File: src/include/tic_regs.svh
/*
  Register map and field positions of the capture and period-count unit.
  Assumes it is included by bare name from the package and the design.
*/
`ifndef TIC_REGS_SVH
`define TIC_REGS_SVH

// ----------------------------------------------------------------
// Byte addresses on APB
// ----------------------------------------------------------------
`define TIC_OFS_CFG    32'h5000_4004
`define TIC_OFS_STAT   32'h5000_4008
`define TIC_OFS_VAL1   32'h5000_400c
`define TIC_OFS_VAL2   32'h5000_4010
`define TIC_OFS_CLR    32'h5000_4014
`define TIC_OFS_MASK   32'h5000_4018

// ----------------------------------------------------------------
// Channel configuration, relative to the channel base
// ----------------------------------------------------------------
`define TIC_CFG_W      28
`define TIC_CH_W       14
`define TIC_SEL_LSB    0
`define TIC_SEL_W      4
`define TIC_FALL       4
`define TIC_MODE       5
`define TIC_IEN        6
`define TIC_PER_LSB    7
`define TIC_PER_W      6
`define TIC_STAMP      13
`define TIC_PIN_LO     4'h1
`define TIC_PIN_HI     4'hc
`define TIC_NPINS      12

// ----------------------------------------------------------------
// Status, clear and mask fields
// ----------------------------------------------------------------
`define TIC_CNT_W      11
`define TIC_RTC_W      22
`define TIC_ST_TMR     11
`define TIC_ST_PEND1   12
`define TIC_ST_OVR1    14
`define TIC_CLR_TMR    0
`define TIC_CLR_CH1    1
`define TIC_MASK_TMR   11
`define TIC_MASK_IEN1  12
`define TIC_RST_WORD   32'h0000_0000

`endif

File: src/include/tic_pkg.sv
/*
  Types shared by the capture and period-count unit.
  Assumes tic_regs.svh is on the include path.
*/
`include "tic_regs.svh"

package tic_pkg;
  typedef logic [`TIC_CNT_W-1:0] tic_cnt_t;
  typedef logic [`TIC_RTC_W-1:0] tic_rtc_t;
  typedef logic [`TIC_CH_W-1:0]  tic_chcfg_t;
  typedef enum logic [0:0]
  {
    TIC_IDLE = 1'b0,
    TIC_RUN  = 1'b1
  } tic_meas_e;
endpackage

File: src/hdl/tic_capture.sv
/*
  Two-channel input capture and period-count unit with APB registers.
  Assumes one 40 MHz clock; counter, tick, wrap and clock stamp come
  from the timer core on that clock; port pins are asynchronous.
*/
`timescale 1ns/100ps
`include "tic_regs.svh"

module tic_capture (
  // Clock and reset
  input  wire logic                  clk,
  input  wire logic                  rst_n,
  // APB slave
  input  wire logic                  psel,
  input  wire logic                  penable,
  input  wire logic                  pwrite,
  input  wire logic [31:0]           paddr,
  input  wire logic [31:0]           pwdata,
  output logic      [31:0]           prdata,
  output logic                       pready,
  output logic                       pslverr,
  // Port pins, asynchronous
  input  wire logic [`TIC_NPINS-1:0] port_zero,
  // Timer core, same clock
  input  wire tic_pkg::tic_cnt_t     current_count,
  input  wire logic                  timer_tick,
  input  wire logic                  timer_wrap,
  input  wire tic_pkg::tic_rtc_t     rtc_stamp,
  // Interrupt
  output logic                       irq
);
  import tic_pkg::*;

  // ----------------------------------------------------------------
  // Helpers
  // ----------------------------------------------------------------
  function automatic tic_chcfg_t chan_cfg(input logic [`TIC_CFG_W-1:0] c,
                                          input int ch);
    chan_cfg = c[ch*`TIC_CH_W +: `TIC_CH_W];
  endfunction

  function automatic tic_cnt_t sat_dec(input tic_cnt_t v);
    sat_dec = (v == '0) ? '0 : tic_cnt_t'(v - 1'b1);
  endfunction

  function automatic tic_cnt_t sat_inc(input tic_cnt_t v);
    sat_inc = (v == '1) ? v : tic_cnt_t'(v + 1'b1);
  endfunction

  // ----------------------------------------------------------------
  // State
  // ----------------------------------------------------------------
  logic [`TIC_CFG_W-1:0] cfg_q;
  logic                  unmask_q;
  logic                  tmr_pend_q;
  logic [1:0]            pend_q;
  logic [1:0]            ovr_q;
  tic_rtc_t              val_q [2];
  logic [`TIC_NPINS-1:0] pin_s1_q;
  logic [`TIC_NPINS-1:0] pin_s2_q;
  logic [1:0]            prev_q;
  tic_meas_e             st_q [2];
  logic [5:0]            per_q [2];
  tic_cnt_t              cyc_q [2];
  logic                  irq_q;
  logic [31:0]           prdata_q;
  logic                  pready_q;
  logic                  pslverr_q;
  tic_chcfg_t            chc [2];
  logic [1:0]            valid;
  logic [1:0]            lvl;
  logic [1:0]            ev;
  logic [1:0]            hit;
  logic [1:0]            clr;
  logic [1:0]            ien;
  tic_rtc_t              newval [2];
  logic                  wr_en;
  logic                  acc;
  logic [31:0]           rdata_d;
  logic                  err_d;

  assign acc   = psel & penable & ~pready_q;
  assign wr_en = psel & penable & pwrite & pready_q;

  // ----------------------------------------------------------------
  // Pin synchroniser
  // ----------------------------------------------------------------
  always_ff @(posedge clk)
  begin
    if (!rst_n)
    begin
      pin_s1_q <= '0;
      pin_s2_q <= '0;
    end
    else
    begin
      pin_s1_q <= port_zero;
      pin_s2_q <= pin_s1_q;
    end
  end

  // ----------------------------------------------------------------
  // Pin routing and edge detection
  // ----------------------------------------------------------------
  always_comb
  begin
    for (int i = 0; i < 2; i++)
    begin
      chc[i]   = chan_cfg(cfg_q, i);
      valid[i] = (chc[i][`TIC_SEL_LSB +: `TIC_SEL_W] >= `TIC_PIN_LO) &&
                 (chc[i][`TIC_SEL_LSB +: `TIC_SEL_W] <= `TIC_PIN_HI);
      lvl[i]   = valid[i] &
                 pin_s2_q[4'(chc[i][`TIC_SEL_LSB +: `TIC_SEL_W] - 4'h1)];
      // Changing the pin routed may fake an edge
      ev[i]    = valid[i] & (chc[i][`TIC_FALL] ? (prev_q[i] & ~lvl[i])
                                              : (~prev_q[i] & lvl[i]));
      ien[i]   = chc[i][`TIC_IEN];
      clr[i]   = wr_en && (paddr == `TIC_OFS_CLR) && pwdata[`TIC_CLR_CH1 + i];
      hit[i]   = 1'b0;
      newval[i] = '0;
      if (chc[i][`TIC_MODE])
      begin
        // Window closes on the edge after limit+1 periods
        hit[i] = ev[i] && (st_q[i] == TIC_RUN) &&
                 (per_q[i] == chc[i][`TIC_PER_LSB +: `TIC_PER_W]);
        newval[i][`TIC_CNT_W-1:0] = sat_dec(cyc_q[i]);
      end
      else
      begin
        hit[i] = ev[i];
        newval[i][`TIC_RTC_W-1:`TIC_CNT_W] = rtc_stamp[`TIC_RTC_W-1:`TIC_CNT_W];
        newval[i][`TIC_CNT_W-1:0] = chc[i][`TIC_STAMP] ?
                                    rtc_stamp[`TIC_CNT_W-1:0] : current_count;
      end
    end
  end

  always_ff @(posedge clk)
  begin
    if (!rst_n)
      prev_q <= '0;
    else
      prev_q <= lvl;
  end

  // ----------------------------------------------------------------
  // Period counting
  // ----------------------------------------------------------------
  always_ff @(posedge clk)
  begin
    for (int i = 0; i < 2; i++)
    begin
      if (!rst_n || !chc[i][`TIC_MODE] || !valid[i])
      begin
        st_q[i]  <= TIC_IDLE;
        per_q[i] <= '0;
        cyc_q[i] <= '0;
      end
      else
      begin
        case (st_q[i])
          TIC_IDLE:
          begin
            if (ev[i])
            begin
              st_q[i]  <= TIC_RUN;
              per_q[i] <= '0;
              cyc_q[i] <= tic_cnt_t'(timer_tick);
            end
          end
          TIC_RUN:
          begin
            if (hit[i])
            begin
              // Closing edge opens the next window; its tick belongs to it
              per_q[i] <= '0;
              cyc_q[i] <= tic_cnt_t'(timer_tick);
            end
            else
            begin
              if (ev[i])
                per_q[i] <= 6'(per_q[i] + 1'b1);
              if (timer_tick)
                cyc_q[i] <= sat_inc(cyc_q[i]);
            end
          end
          default:
            st_q[i] <= TIC_IDLE;
        endcase
      end
    end
  end

  // ----------------------------------------------------------------
  // Channel flags and values
  // ----------------------------------------------------------------
  always_ff @(posedge clk)
  begin
    for (int i = 0; i < 2; i++)
    begin
      if (!rst_n)
      begin
        pend_q[i] <= 1'b0;
        ovr_q[i]  <= 1'b0;
        val_q[i]  <= '0;
      end
      else if (hit[i])
      begin
        // A new event beats a clear in the same cycle
        if (pend_q[i] && !clr[i])
          ovr_q[i] <= 1'b1;
        else
        begin
          pend_q[i] <= 1'b1;
          val_q[i]  <= newval[i];
          if (clr[i])
            ovr_q[i] <= 1'b0;
        end
      end
      else if (clr[i])
      begin
        pend_q[i] <= 1'b0;
        ovr_q[i]  <= 1'b0;
      end
    end
  end

  // ----------------------------------------------------------------
  // Timer flag, control and interrupt
  // ----------------------------------------------------------------
  always_ff @(posedge clk)
  begin
    if (!rst_n)
      tmr_pend_q <= 1'b0;
    else if (timer_wrap)
      tmr_pend_q <= 1'b1;
    else if (wr_en && (paddr == `TIC_OFS_CLR) && pwdata[`TIC_CLR_TMR])
      tmr_pend_q <= 1'b0;
  end

  always_ff @(posedge clk)
  begin
    if (!rst_n)
    begin
      cfg_q    <= '0;
      unmask_q <= 1'b0;
    end
    else if (wr_en && (paddr == `TIC_OFS_CFG))
      cfg_q <= pwdata[`TIC_CFG_W-1:0];
    else if (wr_en && (paddr == `TIC_OFS_MASK))
      unmask_q <= pwdata[`TIC_MASK_TMR];
  end

  always_ff @(posedge clk)
  begin
    if (!rst_n)
      irq_q <= 1'b0;
    else
      irq_q <= (tmr_pend_q & unmask_q) | (|(pend_q & ien));
  end

  // ----------------------------------------------------------------
  // APB read path
  // ----------------------------------------------------------------
  always_comb
  begin
    rdata_d = `TIC_RST_WORD;
    err_d   = 1'b0;
    if (paddr == `TIC_OFS_CFG)
      rdata_d[`TIC_CFG_W-1:0] = cfg_q;
    else if (paddr == `TIC_OFS_STAT)
    begin
      rdata_d[`TIC_CNT_W-1:0] = current_count;
      rdata_d[`TIC_ST_TMR]    = tmr_pend_q;
      rdata_d[`TIC_ST_PEND1 +: 2] = pend_q;
      rdata_d[`TIC_ST_OVR1 +: 2]  = ovr_q;
    end
    else if (paddr == `TIC_OFS_VAL1)
      rdata_d[`TIC_RTC_W-1:0] = val_q[0];
    else if (paddr == `TIC_OFS_VAL2)
      rdata_d[`TIC_RTC_W-1:0] = val_q[1];
    else if (paddr == `TIC_OFS_CLR)
      rdata_d = `TIC_RST_WORD;
    else if (paddr == `TIC_OFS_MASK)
    begin
      rdata_d[`TIC_MASK_TMR]      = unmask_q;
      rdata_d[`TIC_MASK_IEN1 +: 2] = ien;
    end
    else
      err_d = 1'b1;
  end

  always_ff @(posedge clk)
  begin
    if (!rst_n)
    begin
      pready_q  <= 1'b0;
      prdata_q  <= `TIC_RST_WORD;
      pslverr_q <= 1'b0;
    end
    else
    begin
      // One wait state keeps every bus output on a flip-flop
      pready_q  <= acc;
      prdata_q  <= (acc && !pwrite) ? rdata_d : `TIC_RST_WORD;
      pslverr_q <= acc & err_d;
    end
  end

  assign prdata  = prdata_q;
  assign pready  = pready_q;
  assign pslverr = pslverr_q;
  assign irq     = irq_q;
endmodule

File: config.mk
export PLATFORM = sky130hd
export DESIGN_NAME = tic_capture
export DESIGN_NICKNAME = d
export VERILOG_FILES = /design/src/include/tic_pkg.sv /design/src/hdl/tic_capture.sv
export VERILOG_INCLUDE_DIRS = /design/src /design/src/include
export SDC_FILE = /design/constraint.sdc
export NUM_CORES = 1
export LEC_CHECK = 0
export ABC_AREA = 1
export BUFFER_PORTS_ARGS = -buffer_cell sky130_fd_sc_hd__buf_4
export CAP_MARGIN = 40
export CORE_MARGIN = 3
export CORE_UTILIZATION = 61
export CTS_BUF_LIST = sky130_fd_sc_hd__clkbuf_4 sky130_fd_sc_hd__clkbuf_8 sky130_fd_sc_hd__clkbuf_16
export DETAILED_ROUTE_END_ITERATION = 8
export HOLD_SLACK_MARGIN = 0.1
export PLACE_DENSITY = 0.86
export SLEW_MARGIN = 20
export SYNTH_ARGS = -nofsm -noshare
export SYNTH_HDL_FRONTEND = slang
export SYNTH_SLANG_ARGS = --single-unit
export TNS_END_PERCENT = 5
File: constraint.sdc
create_clock -name clk -period 7.9 [get_ports clk]
set_input_delay 0.79 -clock clk [delete_from_list [all_inputs] [get_ports clk]]
set_output_delay 0.79 -clock clk [all_outputs]
set_load 0.01 [all_outputs]
Word level (Yosys, flattened, before mapping):

Memories as Yosys holds them, arrays and structs flattened.
Cells that the tools add are included.

* register bits after elaboration: 95
* RAM bits: 80
* input bits: 116
* output and inout bits: 35
* word-level logic and storage cells: 229
* memories kept: 4

* add/sub/neg operators: 8
* magnitude comparators: 6
* eq/ne operators: 12
* mux-type cells: 107
* bitwise operators: 40
* reductions and logical operators: 38

Memories
* val_q: words 2, bits a word 22, rd ports 2, clocked after memory_dff 0, wr ports 2, line tic_capture.sv:58 `tic_rtc_t val_q [2];`
* cyc_q: words 2, bits a word 11, rd ports 2, clocked after memory_dff 0, wr ports 2, line tic_capture.sv:64 `tic_cnt_t cyc_q [2];`
* per_q: words 2, bits a word 6, rd ports 2, clocked after memory_dff 0, wr ports 2, line tic_capture.sv:63 `logic [5:0] per_q [2];`
* st_q: words 2, bits a word 1, rd ports 2, clocked after memory_dff 0, wr ports 2, line tic_capture.sv:62 `tic_meas_e st_q [2];`

Operators with widths (number)
* $eq A32 B31 Y1 const B: 6
* $mux W11: 16
* $mux W22: 4
* $mux W1: 74
* $mux W6: 7
* $mux W28: 1
* $add A11 B1 Y11 const B: 2
* $eq A11 B11 Y1 const B: 2
* $logic_not A11 Y1: 2
* $sub A11 B1 Y11 const B: 2
* $or A1 B1 Y1: 17
* $mux W16: 1
* $logic_and A1 B1 Y1: 15
* $and A1 B1 Y1: 14
* $add A6 B1 Y6 const B: 2
* $eq A6 B6 Y1: 2
* $lt A4 B5 Y1 const B: 2
* $bmux W1 S4: 2
* $ge A4 B1 Y1 const B: 2
* $le A4 B4 Y1 const B: 2
* $logic_not A1 Y1: 8
* $not A1 Y1: 8
* $reduce_and A2 Y1: 4
* $sub A4 B1 Y4 const B: 2
* other kinds (7): 14

Depth between registers and ports, before layout:

* depth after elaboration: 17
* gate-level depth with buffers: 17

Worst setup path before layout:

Ideal clock, no wire load.

* path kind: input -> register
* start point: input port paddr[9]
* end point: memory val_q[0][0] in the netlist's numbering (enable)
* library setup time: 0.432 ns
* arrival: 3.237 ns
* slack: 4.232 ns
* cell stages on the path: 11
* cells stage by stage: nor2_1 nand3b_1 nor2_2 nand2_1 inv_2 nand2_1 nor2_1 nand2_1 nand2_1 inv_1 o21ai_0

RTL lines
* from (decl): line tic_capture.sv:17 `input wire logic [31:0] paddr,`
* to (decl): line tic_capture.sv:58

==> metrics.md <==
| Metric | Value |
|---|---|
| Number of synthesized flops with an enable pin | `79` |
| Crit. End Element | `flop` |
| Syn Area/Cell | `8.06 sq um` |
| Via-to-Cell Ratio | `5.73` |
| Fmax | `306 MHz` |
| Finished Layout Cells | `1432` |
| Final GP Congestion | `0.895` |
| # hold bufs at CTS | `0` |
| TritonCTS Buffers | `17` |
| Row count | `43` |
| Pins Over Slew Limit | `0` |
| Initial antenna violation count | `0` |
| Final hold vios | `0` |
| Setup bufs post-CTS | `0` |
| Seq cells post-synth | `171` |
| Post-Syn Instances | `1106` |
| CP Launch Type | `flop` |
| Number of port buffers | `142` |
| Largest driver fanout on the critical path | `12` |
| # IOs | `151` |
| Yosys cell types | `58` |
| Worst Path Buf+Inv | `3` |
| Vias in the first global route | `7645` |
| Largest net degree at the start of global routing | `61` |
| Most frequent cells in the layout | `nand2_1, nor2_1, buf_4, inv_1, dfxtp_1` |
| # DRC | `0` |
| Cell family with most CP delay | `simple AND/OR/NAND/NOR gates` |
| CTS Root Cell | `clkbuf_16` |
| Initial core utilization | `63.2%` |
| Synth Flop Type | `dfxtp_1` |
| Diodes inserted | `0` |
| Commonest non-fill, non-tap cell in the layout | `nand2_1` |
| Dpl ws | `4.46 ns` |
| Iteration count of the initial detailed-routing pass | `6` |
| DIE AREA | `16100 sq um` |
| Setup Total Neg Slack | `0 ns` |
| Nets | `1365` |
| Crit-path cells | `inv_8 > ha_1 > inv_1 > nand3_1 > nand3_1 > nand2_1 > nor2_1 > nor2_1 > nor2_2 > nor2_4 > nand2_4 > nand2_2 > o21bai_1 > buf_4` |
| # clock sinks | `171` |
| H-Tree Depth | `4` |
| Layout cell share with drive strength beyond 1 | `20.1%` |
| Post-cts sizing count | `0` |
| Setup repair after global routing missed its margin | `false` |
| Max cap viols | `0` |
| Yosys Warn Count | `0` |
| Crit path DAT | `3.41 ns` |
| P_leak | `4.56 nW` |
| Clk slew on worst S/H paths | `0.07 ns` |
| Slew @ Worst Pin | `0.862 ns` |
| FFs w/ async S/R, synth | `0%` |
| DPL Wire Length | `17000 um` |
| Critical-path top delay cell | `dfxtp_1` |
| Max stage delay on crit path | `0.70 ns` |
| CTS tree | `yes` |
| Setup-failing EPs final | `0` |
| GRT Util Overall | `29.3%` |
| Setup ws final | `4.63 ns` |
| Drt wl/cell | `16.6 um` |
| WHS | `0.413 ns` |
| DR vias | `8201` |
| Core Footprint | `14100 sq um` |
| Post-placement cell count | `1397` |
| Clock latency on the worst-skew pair | `0.44 ns` |
| Final WL | `23800 um` |
| First-pass GRT wire length | `37800 um` |
| Required time worst endpoint | `8.05 ns` |
| Synthesized area | `8910 sq um` |
| Grt ovf | `0` |
| Post-synthesis sequential area ratio | `47.3%` |
| Syn-to-layout area delta | `20.1%` |
| Rel. slew slack | `42.1%` |
| 1st-iter DRT viols | `951` |
| Post-route clock period utilization | `41.3%` |
| Power Dens Cells | `179 nW/um^2` |
| Final min period | `3.27 ns` |
| Die X | `127 um` |
| Post-DRT Antenna Nets | `0` |
| Max VDD drop | `0.000150 V` |
| Crit path kind | `flop to flop` |
| Fin util | `75.9%` |
| Min-delay worst type | `flop to flop` |
| Skew final | `0.0100 ns` |
| Worst-case clock buffer depth | `2` |
| Die Y-Extent | `127 um` |
| Status | `finished clean` |
==> worst reg2reg max path: cells and delay by family, from the launching register on <==
family	cells	cell delay [ns]
AO/OA/AOI/OAI	1	0.47
adder cells (fa/ha/maj)	1	0.38
buffers and inverters	3	0.47
flip-flops	1	0.70
AND/OR/NAND/NOR	9	0.98
==> metrics by stage <==
stage / area, sq um / total power (W)
floorplan: 8920 / 0.000997
global placement: 10000 / 0.00105
detailed placement: 10100 / 0.00106
CTS: 10700 / 0.00191
global route: 10700 / 0.00196
finish: 10700 / 0.00192
==> registers in the layout, summed over array words and instances, names as in the netlist, 2 cells and up <==
signal / flops
val_q: 44
cfg_q: 28
prdata: 28
cyc_q: 22
per_q: 12
pin_s1_q: 12
pin_s2_q: 12
ovr_q: 2
pend_q: 2
prev_q: 2
st_q: 2
==> Yosys cell counts, drive strengths merged, types with 3 or more instances <==
library cell | count | area share (%)
nand2 | 202 | 8.8
nor2 | 178 | 8.0
inv | 154 | 6.6
nand3 | 97 | 5.9
dfxtp | 92 | 21
edfxtp | 79 | 27
o21ai | 59 | 3.4
nor3 | 46 | 3.0
xor2 | 28 | 2.8
a21oi | 23 | 1.3
buf | 22 | 1.8
clkbuf | 20 | 0.86
nand4 | 18 | 1.6
a41oi | 13 | 1.3
o211ai | 11 | 0.98
ha | 10 | 1.4
o22ai | 7 | 0.49
xnor2 | 7 | 0.69
nor3b | 6 | 0.73
a22oi | 4 | 0.34
nor4 | 4 | 0.52
or2 | 4 | 0.28
mux2i | 3 | 0.34
nand3b | 3 | 0.25
==> metal layers <==
metal,wire length [um],track usage (%)
met1,9630,39.4
met2,11200,47.9
met3,2380,5.18
met4,610,10.8
met5,0,0
==> cell families after synthesis <==
logic type      Yosys count  synth area share (%)
flops                   171                  47.3
compound gates          131                  9.01
fa+ha+maj                10                  1.40
xor+xnor                 35                  3.52
buf+inv                 196                  9.18
other cells               1                0.0421
simple gates            559                  29.2
mux                       3                 0.337
==> final cells by class <==
cell class | count | area [sq um]
repair buffers | 153 | 1170
multi-input cells | 742 | 3900
inverters | 154 | 586
clock inverters | 15 | 185
clock buffers | 17 | 425
fillers | 1019 | 3390
well taps | 180 | 225
flip-flops and latches | 171 | 4210
==> worst paths after layout <==
kind / startpoint / endpoint / cells after the start / slack [ns]
hold reg to reg: pin_s1_q[3] / pin_s2_q[3] / 2 / 0.41
hold / removal: pin_s1_q[3] / pin_s2_q[3] / 2 / 0.41
setup reg to reg: cfg_q[14] / cyc_q[1][4] / 14 / 4.63
setup / recovery: cfg_q[14] / cyc_q[1][4] / 14 / 4.63
==> power by group <==
group / switching (W) / internal [W]
Combinational: 0.0000481 / 0.0000485
Clock: 0.000374 / 0.000505
Sequential: 0.00000595 / 0.000938
No activity file was read; power rests on OpenSTA's default activity.
